**src/pol_pkg.sv**
```systemverilog
// Constants and types shared by the positioning option logic
`default_nettype none
package pol_pkg;
	// ---------------------------------------------------------------
	// Object dictionary map
	// ---------------------------------------------------------------
	localparam logic [15:0] POL_IDX_FEED_REVS   = 16'h60ee;
	localparam logic [15:0] POL_IDX_OPTION      = 16'h60f2;
	localparam logic [7:0]  POL_SUB_COUNT       = 8'h00;
	localparam logic [7:0]  POL_SUB_FIRST_FB    = 8'h01;
	localparam logic [7:0]  POL_FEEDBACK_COUNT  = 8'h03;
	localparam logic [31:0] POL_REVS_RESET      = 32'h0000_0001;
	localparam logic [15:0] POL_OPTION_RESET    = 16'h0001;

	// ---------------------------------------------------------------
	// Option word field positions
	// ---------------------------------------------------------------
	localparam int POL_REL_LSB = 0;
	localparam int POL_HS_LSB  = 4;
	localparam int POL_ROT_LSB = 6;

	// ---------------------------------------------------------------
	// Field codes
	// ---------------------------------------------------------------
	typedef enum logic [1:0] {
		REL_PREV_TARGET = 2'h0,
		REL_RAMP        = 2'h1,
		REL_ACTUAL      = 2'h2,
		REL_RESERVED    = 2'h3
	} pol_rel_t;

	typedef enum logic [1:0] {
		HSR_NORMAL   = 2'h0,
		HSR_ON_REACH = 2'h1,
		HSR_AT_ONCE  = 2'h2,
		HSR_RESERVED = 2'h3
	} pol_hsr_t;

	typedef enum logic [1:0] {
		ROT_LINEAR   = 2'h0,
		ROT_NEGATIVE = 2'h1,
		ROT_POSITIVE = 2'h2,
		ROT_SHORTEST = 2'h3
	} pol_rot_t;

	// Handshake states, Gray order along idle -> ack -> released
	typedef enum logic [1:0] {
		HS_IDLE = 2'h0,
		HS_ACK  = 2'h1,
		HS_REL  = 2'h3
	} pol_hs_t;

	// ---------------------------------------------------------------
	// Carriers
	// ---------------------------------------------------------------
	typedef struct packed {
		logic        wr;
		logic        rd;
		logic [15:0] index;
		logic [7:0]  sub;
		logic [31:0] wdata;
	} pol_od_req_t;

	typedef struct packed {
		logic signed [31:0] min_pos;
		logic signed [31:0] max_pos;
	} pol_limits_t;
endpackage
`default_nettype wire

```
**src/pol_div.sv**
```systemverilog
// Free-running iterative unsigned divider, one quotient per W+1 cycles
`default_nettype none
module pol_div import pol_pkg::*; #(
	parameter int W = 32
) (
	input  wire logic         clk_i,      // Drive clock
	input  wire logic         reset_i,    // Async reset, high
	input  wire logic [W-1:0] dividend_i, // Feed value
	input  wire logic [W-1:0] divisor_i,  // Shaft revolutions
	output logic      [W-1:0] quot_o      // Last finished quotient
);
	localparam int CW = $clog2(W + 1);

	initial begin
		if (W < 2)
			$error("pol_div: W must be at least 2");
	end

	logic [W-1:0]  num_r;
	logic [W-1:0]  den_r;
	logic [W-1:0]  q_r;
	logic [W:0]    rem_r;
	logic [CW-1:0] cnt_r;
	logic [W:0]    trial;

	assign trial = {rem_r[W-1:0], num_r[W-1]} - {1'b0, den_r};

	// ---------------------------------------------------------------
	// Shift-subtract loop, restarts with fresh operands
	// ---------------------------------------------------------------
	always_ff @(posedge clk_i or posedge reset_i) begin
		if (reset_i) begin
			num_r  <= '0;
			den_r  <= '0;
			q_r    <= '0;
			rem_r  <= '0;
			cnt_r  <= '0;
			quot_o <= '0;
		end else if (cnt_r == '0) begin
			num_r <= dividend_i;
			den_r <= divisor_i;
			q_r   <= '0;
			rem_r <= '0;
			cnt_r <= CW'(W);
		end else begin
			num_r <= {num_r[W-2:0], 1'b0};
			if (!trial[W]) begin
				rem_r <= trial;
				q_r   <= {q_r[W-2:0], 1'b1};
			end else begin
				rem_r <= {rem_r[W-1:0], num_r[W-1]};
				q_r   <= {q_r[W-2:0], 1'b0};
			end
			if (cnt_r == CW'(1))
				quot_o <= trial[W] ? {q_r[W-2:0], 1'b0}
				                   : {q_r[W-2:0], 1'b1};
			cnt_r <= cnt_r - CW'(1);
		end
	end
endmodule
`default_nettype wire

```
**src/pol_logic.sv**
```systemverilog
// Positioning option decode and feed-constant storage
`default_nettype none
// Behaviour
// - Read-only entry reports feedback count, three
// - One writable revolution count per feedback
// - Feed constant is feed over revolutions
// - Sixteen-bit option word, preset one, fields
// - Relative code 00 offsets from previous target
// - Relative code 01 offsets from ramp output
// - Relative code 10 offsets from actual position
// - Device acknowledges, then clears setpoint bit
// - Code 00 keeps master-driven setpoint handshake
// - Code 01 releases bit on target reached
// - Code 10 releases bit at once
// - Linear mode wraps demand at range limits
// - Moves beyond modulo range only linear
// - Code 01 always moves negative
// - Code 10 always moves positive
// - Code 11 takes shortest path
module pol_logic import pol_pkg::*; #(
	parameter int NUM_FB = int'(POL_FEEDBACK_COUNT)
) (
	input  wire logic               clk_i,            // Drive clock
	input  wire logic               reset_i,          // Async reset, high
	input  wire pol_od_req_t        od_req_i,         // Dictionary access
	output logic [31:0]             od_rdata_o,       // Read data
	output logic                    od_ack_o,         // Access done pulse
	output logic                    od_err_o,         // Access refused
	input  wire logic               cw_new_sp_i,      // Controlword bit 4
	input  wire logic               cw_relative_i,    // Controlword bit 6
	input  wire logic signed [31:0] setpoint_i,       // Commanded target
	input  wire logic signed [31:0] ramp_pos_i,       // Ramp output
	input  wire logic signed [31:0] actual_pos_i,     // Measured position
	input  wire logic               target_reached_i, // Move finished
	input  wire pol_limits_t        limits_i,         // Range limits
	input  wire logic signed [31:0] demand_i,         // Raw demand
	input  wire logic [NUM_FB-1:0][31:0] feed_i,      // Feed per feedback
	output logic signed [31:0]      target_o,         // Absolute target
	output logic                    target_valid_o,   // New target pulse
	output logic                    dir_pos_o,        // Move positive
	output logic                    long_move_ok_o,   // Multi-turn allowed
	output logic signed [31:0]      demand_o,         // Wrapped demand
	output logic                    sp_ack_o,         // Statusword bit 12
	output logic                    clear_new_sp_o,   // Clear bit 4 pulse
	output logic [NUM_FB-1:0][31:0] feed_const_o      // Feed constants
);
	initial begin
		if (NUM_FB < 1 || NUM_FB > 254)
			$error("pol_logic: NUM_FB must be 1 to 254");
	end

	// ---------------------------------------------------------------
	// Stored entries
	// ---------------------------------------------------------------
	logic [NUM_FB-1:0][31:0] revs_r;
	logic [15:0]             option_r;
	pol_rel_t                rel_sel;
	pol_hsr_t                hsr_sel;
	pol_rot_t                rot_sel;
	logic [7:0]              fb_sel;
	logic                    sub_is_fb;

	assign fb_sel    = od_req_i.sub - POL_SUB_FIRST_FB;
	assign sub_is_fb = (od_req_i.sub >= POL_SUB_FIRST_FB) &&
	                   (od_req_i.sub <= 8'(NUM_FB));

	assign rel_sel = pol_rel_t'(option_r[POL_REL_LSB +: 2]);
	assign hsr_sel = pol_hsr_t'(option_r[POL_HS_LSB +: 2]);
	assign rot_sel = pol_rot_t'(option_r[POL_ROT_LSB +: 2]);

	// ---------------------------------------------------------------
	// Dictionary writes
	// ---------------------------------------------------------------
	always_ff @(posedge clk_i or posedge reset_i) begin
		if (reset_i) begin
			for (int i = 0; i < NUM_FB; i++)
				revs_r[i] <= POL_REVS_RESET;
			option_r <= POL_OPTION_RESET;
		end else if (od_req_i.wr) begin
			if (od_req_i.index == POL_IDX_FEED_REVS && sub_is_fb)
				revs_r[fb_sel] <= od_req_i.wdata;
			if (od_req_i.index == POL_IDX_OPTION &&
			    od_req_i.sub == POL_SUB_COUNT)
				option_r <= od_req_i.wdata[15:0];
		end
	end

	// ---------------------------------------------------------------
	// Dictionary answers, one cycle after the request
	// ---------------------------------------------------------------
	always_ff @(posedge clk_i or posedge reset_i) begin
		if (reset_i) begin
			od_rdata_o <= '0;
			od_ack_o   <= 1'b0;
			od_err_o   <= 1'b0;
		end else begin
			od_ack_o <= od_req_i.wr | od_req_i.rd;
			od_err_o <= 1'b0;
			if (od_req_i.wr | od_req_i.rd) begin
				od_rdata_o <= '0;
				if (od_req_i.index == POL_IDX_FEED_REVS &&
				    od_req_i.sub == POL_SUB_COUNT) begin
					od_rdata_o <= {24'h000000, 8'(NUM_FB)};
					od_err_o   <= od_req_i.wr;
				end else if (od_req_i.index == POL_IDX_FEED_REVS &&
				             sub_is_fb) begin
					od_rdata_o <= revs_r[fb_sel];
				end else if (od_req_i.index == POL_IDX_OPTION &&
				             od_req_i.sub == POL_SUB_COUNT) begin
					od_rdata_o <= {16'h0000, option_r};
				end else begin
					od_err_o <= 1'b1;
				end
			end
		end
	end

	// ---------------------------------------------------------------
	// Feed constants
	// ---------------------------------------------------------------
	genvar g;
	generate
		for (g = 0; g < NUM_FB; g++) begin : g_fb
			pol_div #(
				.W(32)
			) u_div (
				.clk_i      (clk_i),
				.reset_i    (reset_i),
				.dividend_i (feed_i[g]),
				.divisor_i  (revs_r[g]),
				.quot_o     (feed_const_o[g])
			);
		end
	endgenerate

	// ---------------------------------------------------------------
	// Setpoint handshake
	// ---------------------------------------------------------------
	pol_hs_t hs_r;
	logic    nsp_q_r;
	logic    accept;

	assign accept = (hs_r == HS_IDLE) && cw_new_sp_i && !nsp_q_r;

	always_ff @(posedge clk_i or posedge reset_i) begin
		if (reset_i)
			nsp_q_r <= 1'b0;
		else
			nsp_q_r <= cw_new_sp_i;
	end

	always_ff @(posedge clk_i or posedge reset_i) begin
		if (reset_i) begin
			hs_r           <= HS_IDLE;
			sp_ack_o       <= 1'b0;
			clear_new_sp_o <= 1'b0;
		end else begin
			clear_new_sp_o <= 1'b0;
			case (hs_r)
				HS_IDLE: begin
					if (accept) begin
						sp_ack_o <= 1'b1;
						hs_r     <= HS_ACK;
					end
				end
				HS_ACK: begin
					case (hsr_sel)
						HSR_ON_REACH: begin
							if (!cw_new_sp_i) begin
								sp_ack_o <= 1'b0;
								hs_r     <= HS_IDLE;
							end else if (target_reached_i &&
							             !target_valid_o) begin
								clear_new_sp_o <= 1'b1;
								hs_r           <= HS_REL;
							end
						end
						HSR_AT_ONCE: begin
							clear_new_sp_o <= 1'b1;
							hs_r           <= HS_REL;
						end
						default: begin
							if (!cw_new_sp_i) begin
								sp_ack_o <= 1'b0;
								hs_r     <= HS_IDLE;
							end
						end
					endcase
				end
				HS_REL: begin
					sp_ack_o <= 1'b0;
					if (!cw_new_sp_i && !clear_new_sp_o)
						hs_r <= HS_IDLE;
				end
				default: begin
					sp_ack_o <= 1'b0;
					hs_r     <= HS_IDLE;
				end
			endcase
		end
	end

	// ---------------------------------------------------------------
	// Target calculation
	// ---------------------------------------------------------------
	logic signed [31:0] prev_target_r;
	logic signed [31:0] raw_target_r;
	logic               pend_r;
	logic signed [31:0] base;
	logic signed [31:0] folded;
	logic               dir_pos;

	always_comb begin
		base = prev_target_r;
		case (rel_sel)
			REL_RAMP:   base = ramp_pos_i;
			REL_ACTUAL: base = actual_pos_i;
			default:    base = prev_target_r;
		endcase
	end

	always_ff @(posedge clk_i or posedge reset_i) begin
		if (reset_i) begin
			raw_target_r <= '0;
			pend_r       <= 1'b0;
		end else begin
			pend_r <= accept;
			if (accept) begin
				if (cw_relative_i)
					raw_target_r <= base + setpoint_i;
				else
					raw_target_r <= setpoint_i;
			end
		end
	end

	pol_path u_path (
		.rot_sel_i  (rot_sel),
		.target_i   (raw_target_r),
		.actual_i   (actual_pos_i),
		.limits_i   (limits_i),
		.target_o   (folded),
		.dir_pos_o  (dir_pos)
	);

	always_ff @(posedge clk_i or posedge reset_i) begin
		if (reset_i) begin
			prev_target_r  <= '0;
			target_o       <= '0;
			target_valid_o <= 1'b0;
			dir_pos_o      <= 1'b1;
		end else begin
			target_valid_o <= pend_r;
			if (pend_r) begin
				prev_target_r <= folded;
				target_o      <= folded;
				dir_pos_o     <= dir_pos;
			end
		end
	end

	// ---------------------------------------------------------------
	// Demand wrap and multi-turn permission
	// ---------------------------------------------------------------
	logic signed [31:0] span;

	assign span = limits_i.max_pos - limits_i.min_pos;

	always_ff @(posedge clk_i or posedge reset_i) begin
		if (reset_i) begin
			demand_o       <= '0;
			long_move_ok_o <= 1'b1;
		end else begin
			long_move_ok_o <= (rot_sel == ROT_LINEAR);
			demand_o       <= demand_i;
			if (rot_sel == ROT_LINEAR) begin
				if (demand_i >= limits_i.max_pos)
					demand_o <= demand_i - span;
				else if (demand_i < limits_i.min_pos)
					demand_o <= demand_i + span;
			end
		end
	end
endmodule
`default_nettype wire

```
**src/pol_path.sv**
```systemverilog
// Rotary target folding and direction choice
`default_nettype none
module pol_path import pol_pkg::*; (
	input  wire pol_rot_t           rot_sel_i, // Direction code
	input  wire logic signed [31:0] target_i,  // Raw target
	input  wire logic signed [31:0] actual_i,  // Actual position
	input  wire pol_limits_t        limits_i,  // Range limits
	output logic signed [31:0]      target_o,  // Folded target
	output logic                    dir_pos_o  // Move positive
);
	logic signed [31:0] span;
	logic signed [31:0] fwd;

	assign span = limits_i.max_pos - limits_i.min_pos;

	always_comb begin
		target_o = target_i;
		// fold into one turn unless linear
		if (rot_sel_i != ROT_LINEAR) begin
			if (target_i > limits_i.max_pos)
				target_o = target_i - span;
			else if (target_i < limits_i.min_pos)
				target_o = target_i + span;
		end
		fwd = target_o - actual_i;
		if (fwd < 0)
			fwd = fwd + span;
		case (rot_sel_i)
			ROT_NEGATIVE: dir_pos_o = 1'b0;
			ROT_POSITIVE: dir_pos_o = 1'b1;
			ROT_SHORTEST: dir_pos_o = fwd < (span >>> 1);
			default:      dir_pos_o = target_o >= actual_i;
		endcase
	end
endmodule
`default_nettype wire

```
**config.mk**
```make
export PLATFORM = sky130hd
export DESIGN_NAME = pol_logic
export DESIGN_NICKNAME = d
export VERILOG_FILES = /design/src/pol_pkg.sv /design/src/pol_div.sv /design/src/pol_logic.sv /design/src/pol_path.sv
export SDC_FILE = /design/constraint.sdc
export NUM_CORES = 2
export LEC_CHECK = 0
export ABC_AREA = 1
export BUFFER_PORTS_ARGS = -buffer_cell sky130_fd_sc_hd__buf_4
export CAP_MARGIN = 5
export CORE_AREA = 5 5 352 441
export DETAILED_ROUTE_END_ITERATION = 10
export DIE_AREA = 0 0 357 446
export GPL_ROUTABILITY_DRIVEN = 0
export HOLD_SLACK_MARGIN = 0.1
export PLACE_DENSITY = 0.61
export SLEW_MARGIN = 20
export SYNTH_ARGS = -nofsm -noshare
export SYNTH_HDL_FRONTEND = slang
export SYNTH_HIERARCHICAL = 1
export SYNTH_SLANG_ARGS = --single-unit
```
**constraint.sdc**
```tcl
create_clock -name clk_i -period 8.5 [get_ports clk_i]
set_clock_uncertainty 0.05 [all_clocks]
set_input_delay 0.425 -clock clk_i [delete_from_list [all_inputs] [get_ports clk_i]]
set_output_delay 0.425 -clock clk_i [all_outputs]
set_load 0.01 [all_outputs]
```
=== Word level (Yosys, flattened, before mapping) ===
Index checks and enable logic that the tools add are counted.

* Output and inout bits: 199
* Input bits: 351
* Register bits: 746

* Multiplexer cells: 55
* Add/sub/neg operators: 15
* Order comparisons: 11
* Reductions and logical operators: 27
* Bitwise operators: 4
* Equality and inequality tests: 20

{| class="wikitable"
|+ Operators with widths
! operator !! count
|-
| 2-to-1 mux 32 bit || 21
|-
| adder 32 bit || 4
|-
| subtractor 32 bit || 4
|-
| subtractor 33 x 32 -> 33 bit || 3
|-
| bitwise mux 96 bit || 1
|-
| 2-to-1 mux 31 bit || 3
|-
| binary-select mux 32 bit (select 2 bit) || 1
|-
| demux 32 bit (select 2 bit) || 1
|-
| >= comparator 32 bit || 2
|-
| less-than comparator 32 bit || 2
|-
| case mux 32 bit (2 select lines) || 1
|-
| equality test 16 x 15 -> 1 bit, second input constant || 2
|-
| > comparator 32 bit || 1
|-
| less-than comparator 32 x 1 -> 1 bit, second input constant || 1
|-
| less-than comparator 32 x 31 -> 1 bit || 1
|-
| equality test 6 x 1 -> 1 bit, second input constant || 3
|-
| logical NOT 6 bit || 3
|-
| 2-to-1 mux 6 bit || 3
|-
| subtractor 6 x 1 -> 6 bit, second input constant || 3
|-
| >= comparator 8 x 1 -> 1 bit, second input constant || 2
|-
| 2-to-1 mux 16 bit || 1
|-
| 2-to-1 mux 1 bit || 13
|-
| equality test 2 bit, second input constant || 5
|-
| 2-to-1 mux 2 bit || 5
|-
| 20 further kinds || 46
|}

=== Logic depth before layout (Yosys ltp) ===
* Word-level depth: 10
* Depth in mapped cells: 60
* Depth with buffers taken out: 59

=== Cells and area by module ===
Netlist, hierarchy kept.

{| class="wikitable"
|+ By module, submodules not included
! module !! sequential area each (um^2) !! area each (um^2) !! times used !! cells each
|-
| pol_div || 4129.0 || 8897.3 || 3 || 1187
|-
| pol_logic || 6288.5 || 21404.3 || 1 || 3070
|-
| pol_path || 0.0 || 11681.2 || 1 || 1955
|}

=== Worst setup path before layout ===
Ideal clock, no wire load.

* Path kind: input to register
* Start point: input limits_i[0] in the netlist's numbering
* End point: register dir_pos_o
* Cell stages on the path: 51
* Arrival: 7448 ps
* Path slack: 920 ps
* Required time: 8368 ps
* Cells stage by stage: inv_1 > ha_1 > inv_1 > fa_1 > nand2_1 > inv_1 > nand2_1 > nand2_1 > nand2_1 > nand2_1 > a21boi_2 > o21ai_2 > a21boi_2 > o21ai_2 > a21oi_2 > o21bai_2 > nand2_1 > nand2_1 > [... 15 more ...] > o41ai_1 > xor2_1 > ha_1 > nand4_1 > inv_1 > a21oi_1 > nand2_1 > a21oi_1 > xor2_1 > nor2_1 > ha_1 > nand4_1 > o221ai_1 > a21oi_1 > nand3_1 > nand3_1 > nand3_1 > mux2_2

* Longest elaborated chain between the ends: 10
* Elaborated cells between the ends (all ways): 14

{| class="wikitable"
|+ Ends and longest elaborated chain
! element !! line !! RTL
|-
| start: declaration || pol_logic.sv:35 || <nowiki>input wire pol_limits_t limits_i,</nowiki>
|-
| subtractor 32 bit || pol_path.sv:14 || <nowiki>assign span = limits_i.max_pos - limits_i.min_pos;</nowiki>
|-
| adder 32 bit || pol_path.sv:23 || <nowiki>target_o = target_i + span;</nowiki>
|-
| 2-to-1 mux 32 bit || pol_path.sv:22 || <nowiki>else if (target_i < limits_i.min_pos)</nowiki>
|-
| 2-to-1 mux 32 bit * || pol_path.sv:20 || <nowiki>if (target_i > limits_i.max_pos)</nowiki>
|-
| 2-to-1 mux 32 bit * || pol_path.sv:19 || <nowiki>if (rot_sel_i != ROT_LINEAR) begin</nowiki>
|-
| named net folded[27] || pol_logic.sv:210 || <nowiki>logic signed [31:0] folded;</nowiki>
|-
| subtractor 32 bit || pol_path.sv:25 || <nowiki>fwd = target_o - actual_i;</nowiki>
|-
| adder 32 bit or less-than comparator 32 x 1 -> 1 bit (tied branches) || pol_path.sv:27, pol_path.sv:26 ||
|-
| 2-to-1 mux 32 bit || pol_path.sv:26 || <nowiki>if (fwd < 0)</nowiki>
|-
| less-than comparator 32 x 31 -> 1 bit || pol_path.sv:31 || <nowiki>ROT_SHORTEST: dir_pos_o = fwd < (span >>> 1);</nowiki>
|-
| case mux 1 bit (3 select lines) * || pol_path.sv:28 || <nowiki>case (rot_sel_i)</nowiki>
|-
| named net dir_pos || pol_logic.sv:211 || <nowiki>logic dir_pos;</nowiki>
|-
| end signal: assignment || pol_logic.sv:257 || <nowiki>dir_pos_o <= dir_pos;</nowiki>
|-
| end: declaration || pol_logic.sv:40 || <nowiki>output logic dir_pos_o,</nowiki>
|}

Mark *: on every way through the listed nets, which the timed path passes. The rest lies on a longest branch.
A chain may end at the register's enable or synchronous reset.

=== Final worst setup path ===
* Start point: register raw_target_r[7]
* End point: register dir_pos_o

* Longest elaborated chain between the ends: 9
* Elaborated cells between the ends (all ways): 14

{| class="wikitable"
|+ Ends and longest elaborated chain
! element !! line !! RTL
|-
| start: declaration || pol_logic.sv:207 || <nowiki>logic signed [31:0] raw_target_r;</nowiki>
|-
| start signal: assignment || pol_logic.sv:230 || <nowiki>raw_target_r <= base + setpoint_i;</nowiki>
|-
| start signal: assignment || pol_logic.sv:232 || <nowiki>raw_target_r <= setpoint_i;</nowiki>
|-
| adder 32 bit or less-than comparator 32 bit (tied branches) || pol_path.sv:23, pol_path.sv:22 ||
|-
| 2-to-1 mux 32 bit || pol_path.sv:22 ||
|-
| 2-to-1 mux 32 bit || pol_path.sv:20 ||
|-
| 2-to-1 mux 32 bit * || pol_path.sv:19 ||
|-
| subtractor 32 bit || pol_path.sv:25 ||
|-
| adder 32 bit or less-than comparator 32 x 1 -> 1 bit (tied branches) || pol_path.sv:27, pol_path.sv:26 ||
|-
| 2-to-1 mux 32 bit || pol_path.sv:26 ||
|-
| less-than comparator 32 x 31 -> 1 bit || pol_path.sv:31 ||
|-
| case mux 1 bit (3 select lines) * || pol_path.sv:28 ||
|-
| named net dir_pos || pol_logic.sv:211 ||
|}

Marked as above.

==> flow_metrics.py <==
metrics = {
    "power_and_ir_drop": {
        "ir_worst_vdd_mv": 0.218,
        "leakage_nw": 39.9,
        "power.density_nw_per_um2": 336,
        "power_mw": 24.8,
    },
    "finish": {
        "syn2layout_area_growth_pct": 23.5,
        "final_core_util_pct": 48.9,
        "final_nets": 10531,
        "drive_gt1_share_pct": 15.8,
    },
    "flow_run": {
        "drv_cap": 0,
    },
    "yosys": {
        "ys_seq_area_share_pct": 31.2,
        "ys_ff_latch": 746,
        "syn-cell-area_sq_um": 59800,
        "syn_nets": 9509,
        "synth_top_flop_cell": "dfrtp_1",
        "ys_warn_count": 6,
        "synth.distinct_cells": 78,
        "synth-edff-count": 0,
        "synth_cells": 8586,
        "avgSynthCellArea_sq_um": 6.96,
        "synthArstFlopShare_pct": 100,
    },
    "worst_hold_path": {
        "min_path_type": "input pin to flip-flop",
        "hold_depth": 6,
    },
    "worst_setup_path": {
        "worstPathArrival_ns": 8.74,
        "max_stage_delay_ns": 0.50,
        "crit_top_cell": "nand2_1",
        "r2r_cells": 51,
        "crit_required_ns": 9.05,
        "setup.worst_path.class": "flip-flop to flip-flop",
        "crit_fanout": 4,
        "cp-end-kind": "flip-flop",
        "startpoint_type": "flip-flop",
        "slowest_stage": "dfrtp_2",
    },
    "routing": {
        "wl_met1_mm": 85.5,
        "drt_pass1_iterations": 9,
        "highest_layer": "met5",
        "drc_errors": 0,
        "wl_met2_mm": 100,
        "antenna_left": 0,
        "totalWireLength_mm": 214,
        "wl_per_cell_microns": 18.3,
        "dr_total_vias": 60387,
        "via_per_inst": 5.16,
        "wl_met3_mm": 14.5,
        "initialDrtViolationCount": 4685,
    },
    "global_route": {
        "grt_max_degree": 132,
        "track_usage_pct": 25.9,
        "antenna_found_initial": 4,
        "grt_pass1_wl_mm": 326,
        "grt_pass1_vias": 59306,
        "grt-ovfl-total": 0,
    },
    "sta": {
        "finalHoldViolations": 0,
        "setup_viol": 0,
        "whs_ns": 0.147,
        "finalWorstSetupSlack_ns": 0.312,
        "finalCritPeriodShare_pct": 96.3,
        "tightest_slew_ns": 1.12,
        "max-slew-margin-rel_pct": 24.9,
        "finalMaxSlewViolations": 0,
        "timing.fmax_ghz": 0.122,
        "fin_crit_ns": 8.19,
        "setup_tns_ns": 0,
    },
    "die": {
        "dieArea_sq_um": 159000,
        "die_h_microns": 446,
        "num_rows": 160,
        "dieWidth_microns": 357,
        "start_util_pct": 39.6,
        "core_area_sq_um": 151000,
        "ios": 550,
    },
    "clock_network": {
        "cts-root-buf": "clkbuf_16",
        "clockBufferDepth": 3,
        "cts_buffers": 82,
        "cts_tree": "yes",
        "insertion_delay_ns": 0.73,
        "cts.sinks": 746,
        "clkTransAtPathRegs_ns": 0.07,
        "htreeDepth": 3,
    },
    "placement": {
        "dp_slack_ns": -0.313,
        "hpwl_mm": 169,
        "numPortBuffers": 549,
    },
    "outcome": {
        "outcome": "finished clean",
    },
}
final timing paths:
path                                       start                  endpoint  slack (ns)
max                              raw_target_r[7]                 dir_pos_o        0.31
min                                 od_req_i[44]                  od_err_o        0.15
max reg2reg                      raw_target_r[7]                 dir_pos_o        0.31
min reg2reg                g_fb[1].u_div/q_r[24]     g_fb[1].u_div/q_r[25]        0.38
max in group asynchronous                reset_i  g_fb[1].u_div/quot_o[24]        6.13
min in group asynchronous                reset_i   g_fb[1].u_div/den_r[16]        0.39
layer usage:
layer  vias up  global-route usage, %
met5         -                      0
met1     28310                   31.6
met3       560                   3.92
met4         4                   13.8
li1      29346                      -
met2      2167                   44.1
final cells by class:
class | count | area, sq um
clock buffers | 113 | 2310
clock inverters | 39 | 576
well taps | 2025 | 2530
multi-input cells | 6227 | 35200
repair buffers | 1161 | 9260
diodes | 2 | 5.00
inverters | 1390 | 5240
fillers | 14990 | 77100
flip-flops and latches | 746 | 18700
per-stage QoR:
stage          std cells  cell area (sq um)
2_1_floorplan       8586              59800
3_3_place_gp       11347              68500
3_5_place_dp       11347              68500
4_1_cts            11689              73300
5_1_grt            11703              73800
6_report           11703              73800
synth_stat cells (all sizes together), types with 15 or more instances:
| cell | number | share of area (%) |
|---|---|---|
| a221o | 31 | 0.52 |
| nor3 | 70 | 0.62 |
| nand2 | 2562 | 16 |
| nand3b | 38 | 0.54 |
| clkbuf | 125 | 0.80 |
| xnor2 | 53 | 0.79 |
| o21a | 15 | 0.19 |
| a21o | 20 | 0.25 |
| nand4 | 61 | 0.64 |
| o22ai | 18 | 0.19 |
| mux2 | 125 | 2.4 |
| a21oi | 654 | 5.5 |
| a21boi | 20 | 0.30 |
| o211ai | 25 | 0.33 |
| nand3 | 276 | 2.3 |
| dfrtp | 740 | 31 |
| nor2 | 750 | 4.9 |
| o21bai | 52 | 0.67 |
| inv | 1388 | 8.7 |
| o21ai | 562 | 5.0 |
| nor4 | 17 | 0.23 |
| buf | 98 | 1.2 |
| ha | 560 | 12 |
| a31oi | 33 | 0.35 |
| xor2 | 201 | 3.0 |
report_power, final:
group	internal (mW)	switching [mW]	total, mW
sequential	4.31	0.659	4.96
combinational	6.61	9.42	16.0
clock	2.16	1.64	3.80
total	13.1	11.7	24.8
worst max-delay path: cells and delay by family, from the launching register on:
family | cells | cell delay [ns]
flip-flops | 1 | 0.50
multiplexers | 1 | 0.27
XOR/XNOR | 2 | 0.24
AO/OA/AOI/OAI | 11 | 1.47
AND/OR/NAND/NOR | 24 | 2.69
adder cells (fa/ha/maj) | 5 | 1.74
buffers and inverters | 8 | 1.05
registers in the layout (all words and copies together), names as in the netlist, 2 cells and up:
signal	cells
raw_target_r	32
g_fb.u_div/rem_r	96
g_fb.u_div/den_r	96
hs_r	2
g_fb.u_div/num_r	96
prev_target_r	32
revs_r	96
g_fb.u_div/cnt_r	18
g_fb.u_div/q_r	93
option_r	16
od_rdata_o	32
g_fb.u_div/quot_o	96
demand_o	32
kinds of logic (layout without fill, tap and decap cells):
group | Yosys count | after routing | synth area share [%]
AND/OR/NAND/NOR | 3799 | 3799 | 25.8
AO/OA/AOI/OAI | 1476 | 1476 | 14.0
multiplexers | 126 | 126 | 2.37
XOR/XNOR | 254 | 254 | 3.78
flip-flops | 746 | 746 | 31.2
buffers and inverters | 1613 | 2703 | 10.7
other | 0 | 2 | 0
adder cells (fa/ha/maj) | 572 | 572 | 12.1
placed cells by master, fill, tap and decap left out, drive strengths merged, types with 4 or more instances in the layout:
| master | n |
|---|---|
| nand3 | 276 |
| o21a | 15 |
| clkbuf | 113 |
| a31o | 4 |
| a21oi | 654 |
| inv | 1393 |
| nor4 | 17 |
| mux2 | 125 |
| o211ai | 25 |
| o21ai | 562 |
| dlygate4sd3 | 190 |
| nand2 | 2562 |
| nand3b | 38 |
| bufinv | 7 |
| and2 | 7 |
| nand4 | 61 |
| o22ai | 18 |
| xor2 | 201 |
| a31oi | 33 |
| a21boi | 20 |
| a21o | 20 |
| clkinv | 24 |
| o21bai | 52 |
| nor2 | 750 |
| or2 | 14 |
| clkinvlp | 5 |
| xnor2 | 53 |
| o2111ai | 4 |
| nor3 | 70 |
| ha | 560 |
| dfstp | 6 |
| dfrtp | 740 |
| fa | 12 |
| o221ai | 7 |
| buf | 971 |
| a211oi | 12 |
| a221o | 31 |
| o31ai | 5 |
timing repair:
| action | in CTS | in global routing |
|---|---|---|
| setup endpoints to repair | 1 | 1 |
| hold buffers | 190 | 0 |
| setup buffers | 0 | 12 |
| hold endpoints to repair | 610 | 0 |
| resized for setup | 3 | 116 |
| pin swaps | 0 | 30 |
Note: power is estimated with default switching activity, not from simulation.
